[src/rtl/bpb_regs.svh]
`ifndef BPB_REGS_SVH
`define BPB_REGS_SVH

`define BPB_NPORTS 5
`define BPB_NPINS 40
`define BPB_IDX_W 10
`define BPB_IDX_LSB 2
`define BPB_IDX_MSB 11

// Register indices; byte address is four times the index
`define BPB_IDX_P2_DATA 10'h0e4
`define BPB_IDX_P2_DIR 10'h0e6
`define BPB_IDX_P5_DATA 10'h0e9
`define BPB_IDX_P5_DIR 10'h0eb
`define BPB_IDX_P7_DATA 10'h0ed
`define BPB_IDX_P7_DIR 10'h0ef
`define BPB_IDX_P8_DATA 10'h0f0
`define BPB_IDX_P9_DATA 10'h0f1
`define BPB_IDX_P8_DIR 10'h0f2
`define BPB_IDX_P9_DIR 10'h0f3

// Implemented data bits and drivable direction bits per port
`define BPB_DMASK_P2 8'hff
`define BPB_DMASK_P5 8'h7f
`define BPB_DMASK_P7 8'h02
`define BPB_DMASK_P8 8'hff
`define BPB_DMASK_P9 8'h03
`define BPB_DIRMASK_P5 8'h5f

`define BPB_DIR_RESET 8'h00
`define BPB_LATCH_RESET 8'h00
`define BPB_PIN_IDLE 1'b0
`define BPB_BYTE_ZERO 8'h00
`define BPB_RDATA_PAD 24'h00_0000
`define BPB_RDATA_RESET 32'h0000_0000
`define BPB_HRESP_OKAY 1'b0
`define BPB_HTRANS_ACTIVE_BIT 1

`endif

[src/rtl/bpb_pkg.sv]
package bpb_pkg;
	typedef logic [7:0] bpb_byte_t;
	typedef enum logic [0:0] {
		BPB_BUS_IDLE,
		BPB_BUS_READ
	} bpb_bus_e;
endpackage

[src/rtl/bpb_pin_drv.sv]
`timescale 1ns/1ns
`include "bpb_regs.svh"
module bpb_pin_drv #(
	parameter bpb_pkg::bpb_byte_t DIR_MASK = 8'hff
) (
	input wire logic hclk,
	input wire logic hresetn,
	input wire bpb_pkg::bpb_byte_t dir,
	input wire bpb_pkg::bpb_byte_t latch,
	input wire bpb_pkg::bpb_byte_t periph_sel,
	input wire bpb_pkg::bpb_byte_t periph_val,
	output bpb_pkg::bpb_byte_t pin_out,
	output bpb_pkg::bpb_byte_t pin_oe
);
	import bpb_pkg::*;

	genvar b;
	generate
		for (b = 0; b < 8; b = b + 1) begin : g_bit
			always_ff @(posedge hclk or negedge hresetn) begin
				if (!hresetn) begin
					pin_out[b] <= `BPB_PIN_IDLE;
					pin_oe[b] <= `BPB_PIN_IDLE;
				end else begin
					// Masked bits (no pin, input only) stay undriven
					pin_oe[b] <= DIR_MASK[b] & (periph_sel[b] | dir[b]);
					pin_out[b] <= periph_sel[b] ? periph_val[b] : latch[b];
				end
			end
		end
	endgenerate
endmodule // bpb_pin_drv

[src/rtl/bpb_port.sv]
`timescale 1ns/1ns
`include "bpb_regs.svh"
module bpb_port #(
	parameter bpb_pkg::bpb_byte_t DATA_MASK = 8'hff,
	parameter bpb_pkg::bpb_byte_t DIR_MASK = 8'hff
) (
	input wire logic hclk,
	input wire logic hresetn,
	input wire bpb_pkg::bpb_byte_t wr_data,
	input wire logic wr_latch,
	input wire logic wr_dir,
	input wire bpb_pkg::bpb_byte_t pin_level,
	output bpb_pkg::bpb_byte_t dir,
	output bpb_pkg::bpb_byte_t latch,
	output bpb_pkg::bpb_byte_t data_rd
);
	import bpb_pkg::*;

	// Unimplemented bits never store a one, so they read back as zero
	always_ff @(posedge hclk or negedge hresetn) begin
		if (!hresetn) begin
			dir <= `BPB_DIR_RESET;
		end else if (wr_dir) begin
			dir <= wr_data & DIR_MASK;
		end
	end

	// Direction writes leave the latch alone
	always_ff @(posedge hclk or negedge hresetn) begin
		if (!hresetn) begin
			latch <= `BPB_LATCH_RESET;
		end else if (wr_latch) begin
			latch <= wr_data & DATA_MASK;
		end
	end

	assign data_rd = ((dir & latch) | (~dir & pin_level)) & DATA_MASK;
endmodule // bpb_port

[src/rtl/bpb_top.sv]
// Design decision made here: register access over AHB-Lite.
`timescale 1ns/1ns
`include "bpb_regs.svh"
module bpb_top (
	input wire logic hclk,
	input wire logic hresetn,
	input wire logic hsel,
	input wire logic [31:0] haddr,
	input wire logic [1:0] htrans,
	input wire logic hwrite,
	input wire logic [2:0] hsize,
	input wire logic [31:0] hwdata,
	input wire logic hready,
	output logic hreadyout,
	output logic hresp,
	output logic [31:0] hrdata,
	input wire logic [39:0] pin_in,
	output logic [39:0] pin_out,
	output logic [39:0] pin_oe,
	input wire logic [39:0] periph_out_sel,
	input wire logic [39:0] periph_out
);
	import bpb_pkg::*;

	localparam bpb_byte_t DMASK [`BPB_NPORTS] = '{
		`BPB_DMASK_P2, `BPB_DMASK_P5, `BPB_DMASK_P7, `BPB_DMASK_P8, `BPB_DMASK_P9
	};
	localparam bpb_byte_t DIRMASK [`BPB_NPORTS] = '{
		`BPB_DMASK_P2, `BPB_DIRMASK_P5, `BPB_DMASK_P7, `BPB_DMASK_P8, `BPB_DMASK_P9
	};

	logic accept;
	logic wr_pend;
	logic [`BPB_IDX_W-1:0] cap_idx;
	bpb_bus_e bus_state;
	bpb_byte_t rd_byte;
	logic [`BPB_NPORTS-1:0] wr_latch;
	logic [`BPB_NPORTS-1:0] wr_dir;
	bpb_byte_t port_dir [`BPB_NPORTS];
	bpb_byte_t port_latch [`BPB_NPORTS];
	bpb_byte_t port_rd [`BPB_NPORTS];
	logic [2:0] size_unused;

	// Only word transfers are used; size does not change the access
	assign size_unused = hsize;

	assign accept = hsel && htrans[`BPB_HTRANS_ACTIVE_BIT] && hready;

	always_ff @(posedge hclk or negedge hresetn) begin
		if (!hresetn) begin
			cap_idx <= '0;
		end else if (accept) begin
			cap_idx <= haddr[`BPB_IDX_MSB:`BPB_IDX_LSB];
		end
	end

	// Writes commit at the end of their data phase with no wait state
	always_ff @(posedge hclk or negedge hresetn) begin
		if (!hresetn) begin
			wr_pend <= 1'b0;
		end else begin
			wr_pend <= accept && hwrite;
		end
	end

	// Reads take one wait state so a write just before them is seen
	always_ff @(posedge hclk or negedge hresetn) begin
		if (!hresetn) begin
			bus_state <= BPB_BUS_IDLE;
			hreadyout <= 1'b1;
		end else begin
			case (bus_state)
				BPB_BUS_IDLE: begin
					if (accept && !hwrite) begin
						bus_state <= BPB_BUS_READ;
						hreadyout <= 1'b0;
					end
				end
				BPB_BUS_READ: begin
					bus_state <= BPB_BUS_IDLE;
					hreadyout <= 1'b1;
				end
				default: begin
					bus_state <= BPB_BUS_IDLE;
					hreadyout <= 1'b1;
				end
			endcase
		end
	end

	always_ff @(posedge hclk or negedge hresetn) begin
		if (!hresetn) begin
			hrdata <= `BPB_RDATA_RESET;
		end else if (bus_state == BPB_BUS_READ) begin
			hrdata <= {`BPB_RDATA_PAD, rd_byte};
		end
	end

	always_ff @(posedge hclk or negedge hresetn) begin
		if (!hresetn) begin
			hresp <= `BPB_HRESP_OKAY;
		end else begin
			hresp <= `BPB_HRESP_OKAY;
		end
	end

	// Unmapped indices read zero and ignore writes
	always_comb begin
		rd_byte = `BPB_BYTE_ZERO;
		case (cap_idx)
			`BPB_IDX_P2_DATA: rd_byte = port_rd[0];
			`BPB_IDX_P2_DIR: rd_byte = port_dir[0];
			`BPB_IDX_P5_DATA: rd_byte = port_rd[1];
			`BPB_IDX_P5_DIR: rd_byte = port_dir[1];
			`BPB_IDX_P7_DATA: rd_byte = port_rd[2];
			`BPB_IDX_P7_DIR: rd_byte = port_dir[2];
			`BPB_IDX_P8_DATA: rd_byte = port_rd[3];
			`BPB_IDX_P8_DIR: rd_byte = port_dir[3];
			`BPB_IDX_P9_DATA: rd_byte = port_rd[4];
			`BPB_IDX_P9_DIR: rd_byte = port_dir[4];
			default: rd_byte = `BPB_BYTE_ZERO;
		endcase
	end

	always_comb begin
		wr_latch = '0;
		wr_dir = '0;
		if (wr_pend) begin
			case (cap_idx)
				`BPB_IDX_P2_DATA: wr_latch[0] = 1'b1;
				`BPB_IDX_P2_DIR: wr_dir[0] = 1'b1;
				`BPB_IDX_P5_DATA: wr_latch[1] = 1'b1;
				`BPB_IDX_P5_DIR: wr_dir[1] = 1'b1;
				`BPB_IDX_P7_DATA: wr_latch[2] = 1'b1;
				`BPB_IDX_P7_DIR: wr_dir[2] = 1'b1;
				`BPB_IDX_P8_DATA: wr_latch[3] = 1'b1;
				`BPB_IDX_P8_DIR: wr_dir[3] = 1'b1;
				`BPB_IDX_P9_DATA: wr_latch[4] = 1'b1;
				`BPB_IDX_P9_DIR: wr_dir[4] = 1'b1;
				default: begin
					wr_latch = '0;
					wr_dir = '0;
				end
			endcase
		end
	end

	genvar p;
	generate
		for (p = 0; p < `BPB_NPORTS; p = p + 1) begin : g_port
			bpb_port #(
				.DATA_MASK(DMASK[p]),
				.DIR_MASK(DIRMASK[p])
			) u_port (
				.hclk(hclk),
				.hresetn(hresetn),
				.wr_data(hwdata[7:0]),
				.wr_latch(wr_latch[p]),
				.wr_dir(wr_dir[p]),
				.pin_level(pin_in[p*8 +: 8]),
				.dir(port_dir[p]),
				.latch(port_latch[p]),
				.data_rd(port_rd[p])
			);
			bpb_pin_drv #(
				.DIR_MASK(DIRMASK[p] & DMASK[p])
			) u_drv (
				.hclk(hclk),
				.hresetn(hresetn),
				.dir(port_dir[p]),
				.latch(port_latch[p]),
				.periph_sel(periph_out_sel[p*8 +: 8]),
				.periph_val(periph_out[p*8 +: 8]),
				.pin_out(pin_out[p*8 +: 8]),
				.pin_oe(pin_oe[p*8 +: 8])
			);
		end
	endgenerate
endmodule // bpb_top

[config.mk]
export PLATFORM = sky130hd
export DESIGN_NAME = bpb_top
export DESIGN_NICKNAME = d
export VERILOG_FILES = /design/src/rtl/bpb_pkg.sv /design/src/rtl/bpb_pin_drv.sv /design/src/rtl/bpb_port.sv /design/src/rtl/bpb_top.sv
export VERILOG_INCLUDE_DIRS = /design/src /design/src/rtl
export SDC_FILE = /design/constraint.sdc
export NUM_CORES = 1
export LEC_CHECK = 0
export ABC_AREA = 0
export BUFFER_PORTS_ARGS = -buffer_cell sky130_fd_sc_hd__buf_2
export CORE_AREA = 5 5 116 118
export DETAILED_ROUTE_END_ITERATION = 10
export DIE_AREA = 0 0 121 123
export PLACE_DENSITY_LB_ADDON = 0.15
export REMOVE_ABC_BUFFERS = 1
export SYNTH_ARGS = -nofsm -noshare
export SYNTH_HDL_FRONTEND = slang
export SYNTH_SLANG_ARGS = --single-unit
[constraint.sdc]
create_clock -name hclk -period 4.33 [get_ports hclk]
set_input_delay 0.866 -clock hclk [delete_from_list [all_inputs] [get_ports hclk]]
set_output_delay 0.866 -clock hclk [all_outputs]
set_load 0.02 [all_outputs]
==> impl_results.md <==
* Utilization after layout at 61.4%
* Area growth from synthesis to layout at 28.2%
* Fraction of layout instances using a drive strength above 1 at 52.4%
* Antenna violations before repair at 0
* Quantity of hold-fixing buffers added after cts at 0
* Antenna cells at 0
* Detailed placer's ending HPWL at 10500 µm
* Area share of the largest cell type after synthesis at 57.5%
* TritonCTS clock tree: done
* Required time at the endpoint of the critical path at 4.63 ns
* Top cells by area, synth: dfrtp_1 58%, mux2_2 17%, buf_4 5.1%
* Worst-margin pin slew at 0.945 ns
* Clock sinks at 137
* Nets at 870
* Buffer levels on the longest clock path at 2
* Number of synthesized register bits at 137
* Number of synthesis warnings at 0
* First drt pass iteration count at 4
* Maximum number of pins on one net before global-route repair at 79
* GPL Wtd Cong at 0.753
* Hold Violations, Final at 0
* Detailed-route DRC error count at 0
* Critical Path Max Stage Delay at 0.96 ns
* Cell area after synthesis at 5920 µm²
* Arrival time of the worst setup path at 2.77 ns
* Number of top-level design ports at 308
* Endpoint kind of the worst setup timing path: flip-flop
* Achievable clock frequency at 404 MHz
* Final worst clock skew at 0.00516 ns
* Leakage at 3.75 nW
* Post-Synthesis Cells at 465
* Register clock-pin slew on the reported worst setup and hold paths at 0.06 ns
* Post-CTS resize count at 0
* Sequential cell area fraction in the yosys report at 57.9%
* Final Critical Period at 2.48 ns
* Min Hold Slack at 0.478 ns
* Total power after layout at 3.32 mW
* Vertical extent of the die at 123 µm
* GRT Util Overall at 19.3%
* Slew HR at 37.0%
* # setup viols final at 0
* Worst r2r path cells at 3
* Top library cells by usage in the layout, fill and taps aside: 202 x buf_2, 135 x dfrtp_1, 87 x mux2_2
* Type of the most critical hold path: input pin to async pin
* Final period utilization at 57.2%
* Die footprint at 14900 µm²
* Clock latency reported for the late side of the worst-skew pair at 0.42 ns
* Starting density of the core at 47.9%
* Commonest non-fill, non-tap cell in the layout: buf_2
* Area of all placed cells without fillers at 7580 µm²
* CP max stage cell: dfrtp_2
* Worst slack at placement at 1.84 ns
* Sum of overflow across all layers after global routing at 0
* Cells along the critical path: nor2b_1 -> nand3_1 -> mux2_2
* Chip Width at 121 µm
* Number of distinct library cells after synthesis at 49
* Cell type group with the largest total delay on the critical path: flip-flops
* Placement row count at 41
* Antenna Nets Post-Route at 0
* Post-synth EDFFs at 0
* Flip-flop cell with the highest count after synthesis: dfrtp_1
* H-tree depth reported by CTS at 4
* Worst vdd rail ir drop at 0.243 mV
* Maximum fanout count along the critical path at 57
* Post CTS Setup Buffer Count at 0
* WL per Instance at 16.2 µm
* Total detailed-routing wirelength at 14000 µm
* Synth async-reset ratio at 100%
* Cell count after placement at 829
* Number of buffers created by CTS at 17
* Routed vias/inst at 4.84
* Fill count at 1055
* Final Max Tran Viols at 0
* Iteration-0 DRC Markers at 212
* Number of cells in the finished layout apart from fillers at 861
* Global-route wire length before repair at 21700 µm
* Number of global-route vias before repair at 4253
* Setup total negative slack at 0 ns
* CP Launch Type: flip-flop
* Most area-hungry cell type in the Yosys netlist: dfrtp_1
* Average instance area after synthesis at 12.7 µm²
* Total number of vias at 4168
* Unrepaired setup endpoints after global routing: false
* Power density over the cells at 438 nW/µm²
* Port Buf Inserts at 203
* Post-layout worst setup margin at 1.85 ns
* Crit path buffers/inverters at 0
* Cell at the root of the clock tree: clkbuf_16
* Post-DP Area at 6960 µm²
* CORE AREA at 12400 µm²
* Maximum capacitance violations at 0
* Critical path depth at 3
* Status: finished clean
* Type of the worst setup path: flip-flop to flip-flop
==> cell usage after synthesis, types with 4 or more instances <==
cell / number
nand3_1: 4
buf_2: 4
and2_1: 14
o21ai_0: 22
or2_2: 25
dfrtp_1: 136
a22o_1: 5
nand2_1: 21
buf_4: 40
a211oi_1: 6
a21oi_1: 11
clkbuf_1: 5
o21a_1: 5
nor2_1: 27
mux2_2: 87
==> state kept, by name, indices dropped and copies added, names as in the netlist <==
register and cells:
wr_pend 1, g_port.u_port.dir 25, bus_state 1, g_port.u_port.latch 26
hrdata 8, g_port.u_drv.pin_out 40, g_port.u_drv.pin_oe 25, hreadyout 1
cap_idx 10
==> layout make-up <==
class / count / area, µm² / share of cell area (%)
clock inverter: 7 / 139 / 1.83
multi-input combinational: 312 / 2270 / 29.9
inverter: 3 / 11.3 / 0.148
tap: 172 / 215 / 2.84
timing repair buffer: 205 / 1040 / 13.7
clock buffer: 25 / 485 / 6.40
sequential: 137 / 3430 / 45.2
==> layer usage <==
| layer | GRT usage [%] | part of all wire, % | up-vias |
|---|---|---|---|
| met4 | 8.14 | 2.4 | 0 |
| met3 | 5.58 | 7.6 | 19 |
| li1 | - | - | 1966 |
| met5 | 0 | 0 | - |
| met2 | 31.0 | 50 | 166 |
| met1 | 24.8 | 40 | 2017 |
==> worst paths after layout <==
path | endpoint | slack [ns] | start
worst max-delay path | g_port[3].u_port.dir[5] | 1.85 | cap_idx[1]
worst min-delay path | g_port[1].u_port.latch[6] | 0.48 | hresetn
worst max register to register | g_port[3].u_port.dir[5] | 1.85 | cap_idx[1]
worst min register to register | hrdata[0] | 0.49 | hrdata[0]
max in group asynchronous | hrdata[7] | 2.94 | hresetn
min in group hclk | hrdata[0] | 0.49 | hrdata[0]
==> kinds of logic after synthesis <==
| family | synth area share [%] |
|---|---|
| AO/OA/AOI/OAI | 7.21 |
| buffers and inverters | 6.24 |
| flip-flops | 57.9 |
| multiplexers | 16.6 |
| other | 0.0634 |
| AND/OR/NAND/NOR | 12.0 |
==> worst reg2reg max path: stages, from the launching register on <==
cell and delay, ns:
dfrtp_2 0.96, nor2b_1 0.36, nand3_1 0.55, mux2_2 0.49
==> where the power goes <==
| group | total, mW | internal (mW) | switching [mW] |
|---|---|---|---|
| logic | 0.364 | 0.159 | 0.206 |
| registers | 1.43 | 1.35 | 0.0772 |
| clock network | 1.53 | 1.01 | 0.519 |
Power figures use the tool's default switching activity.
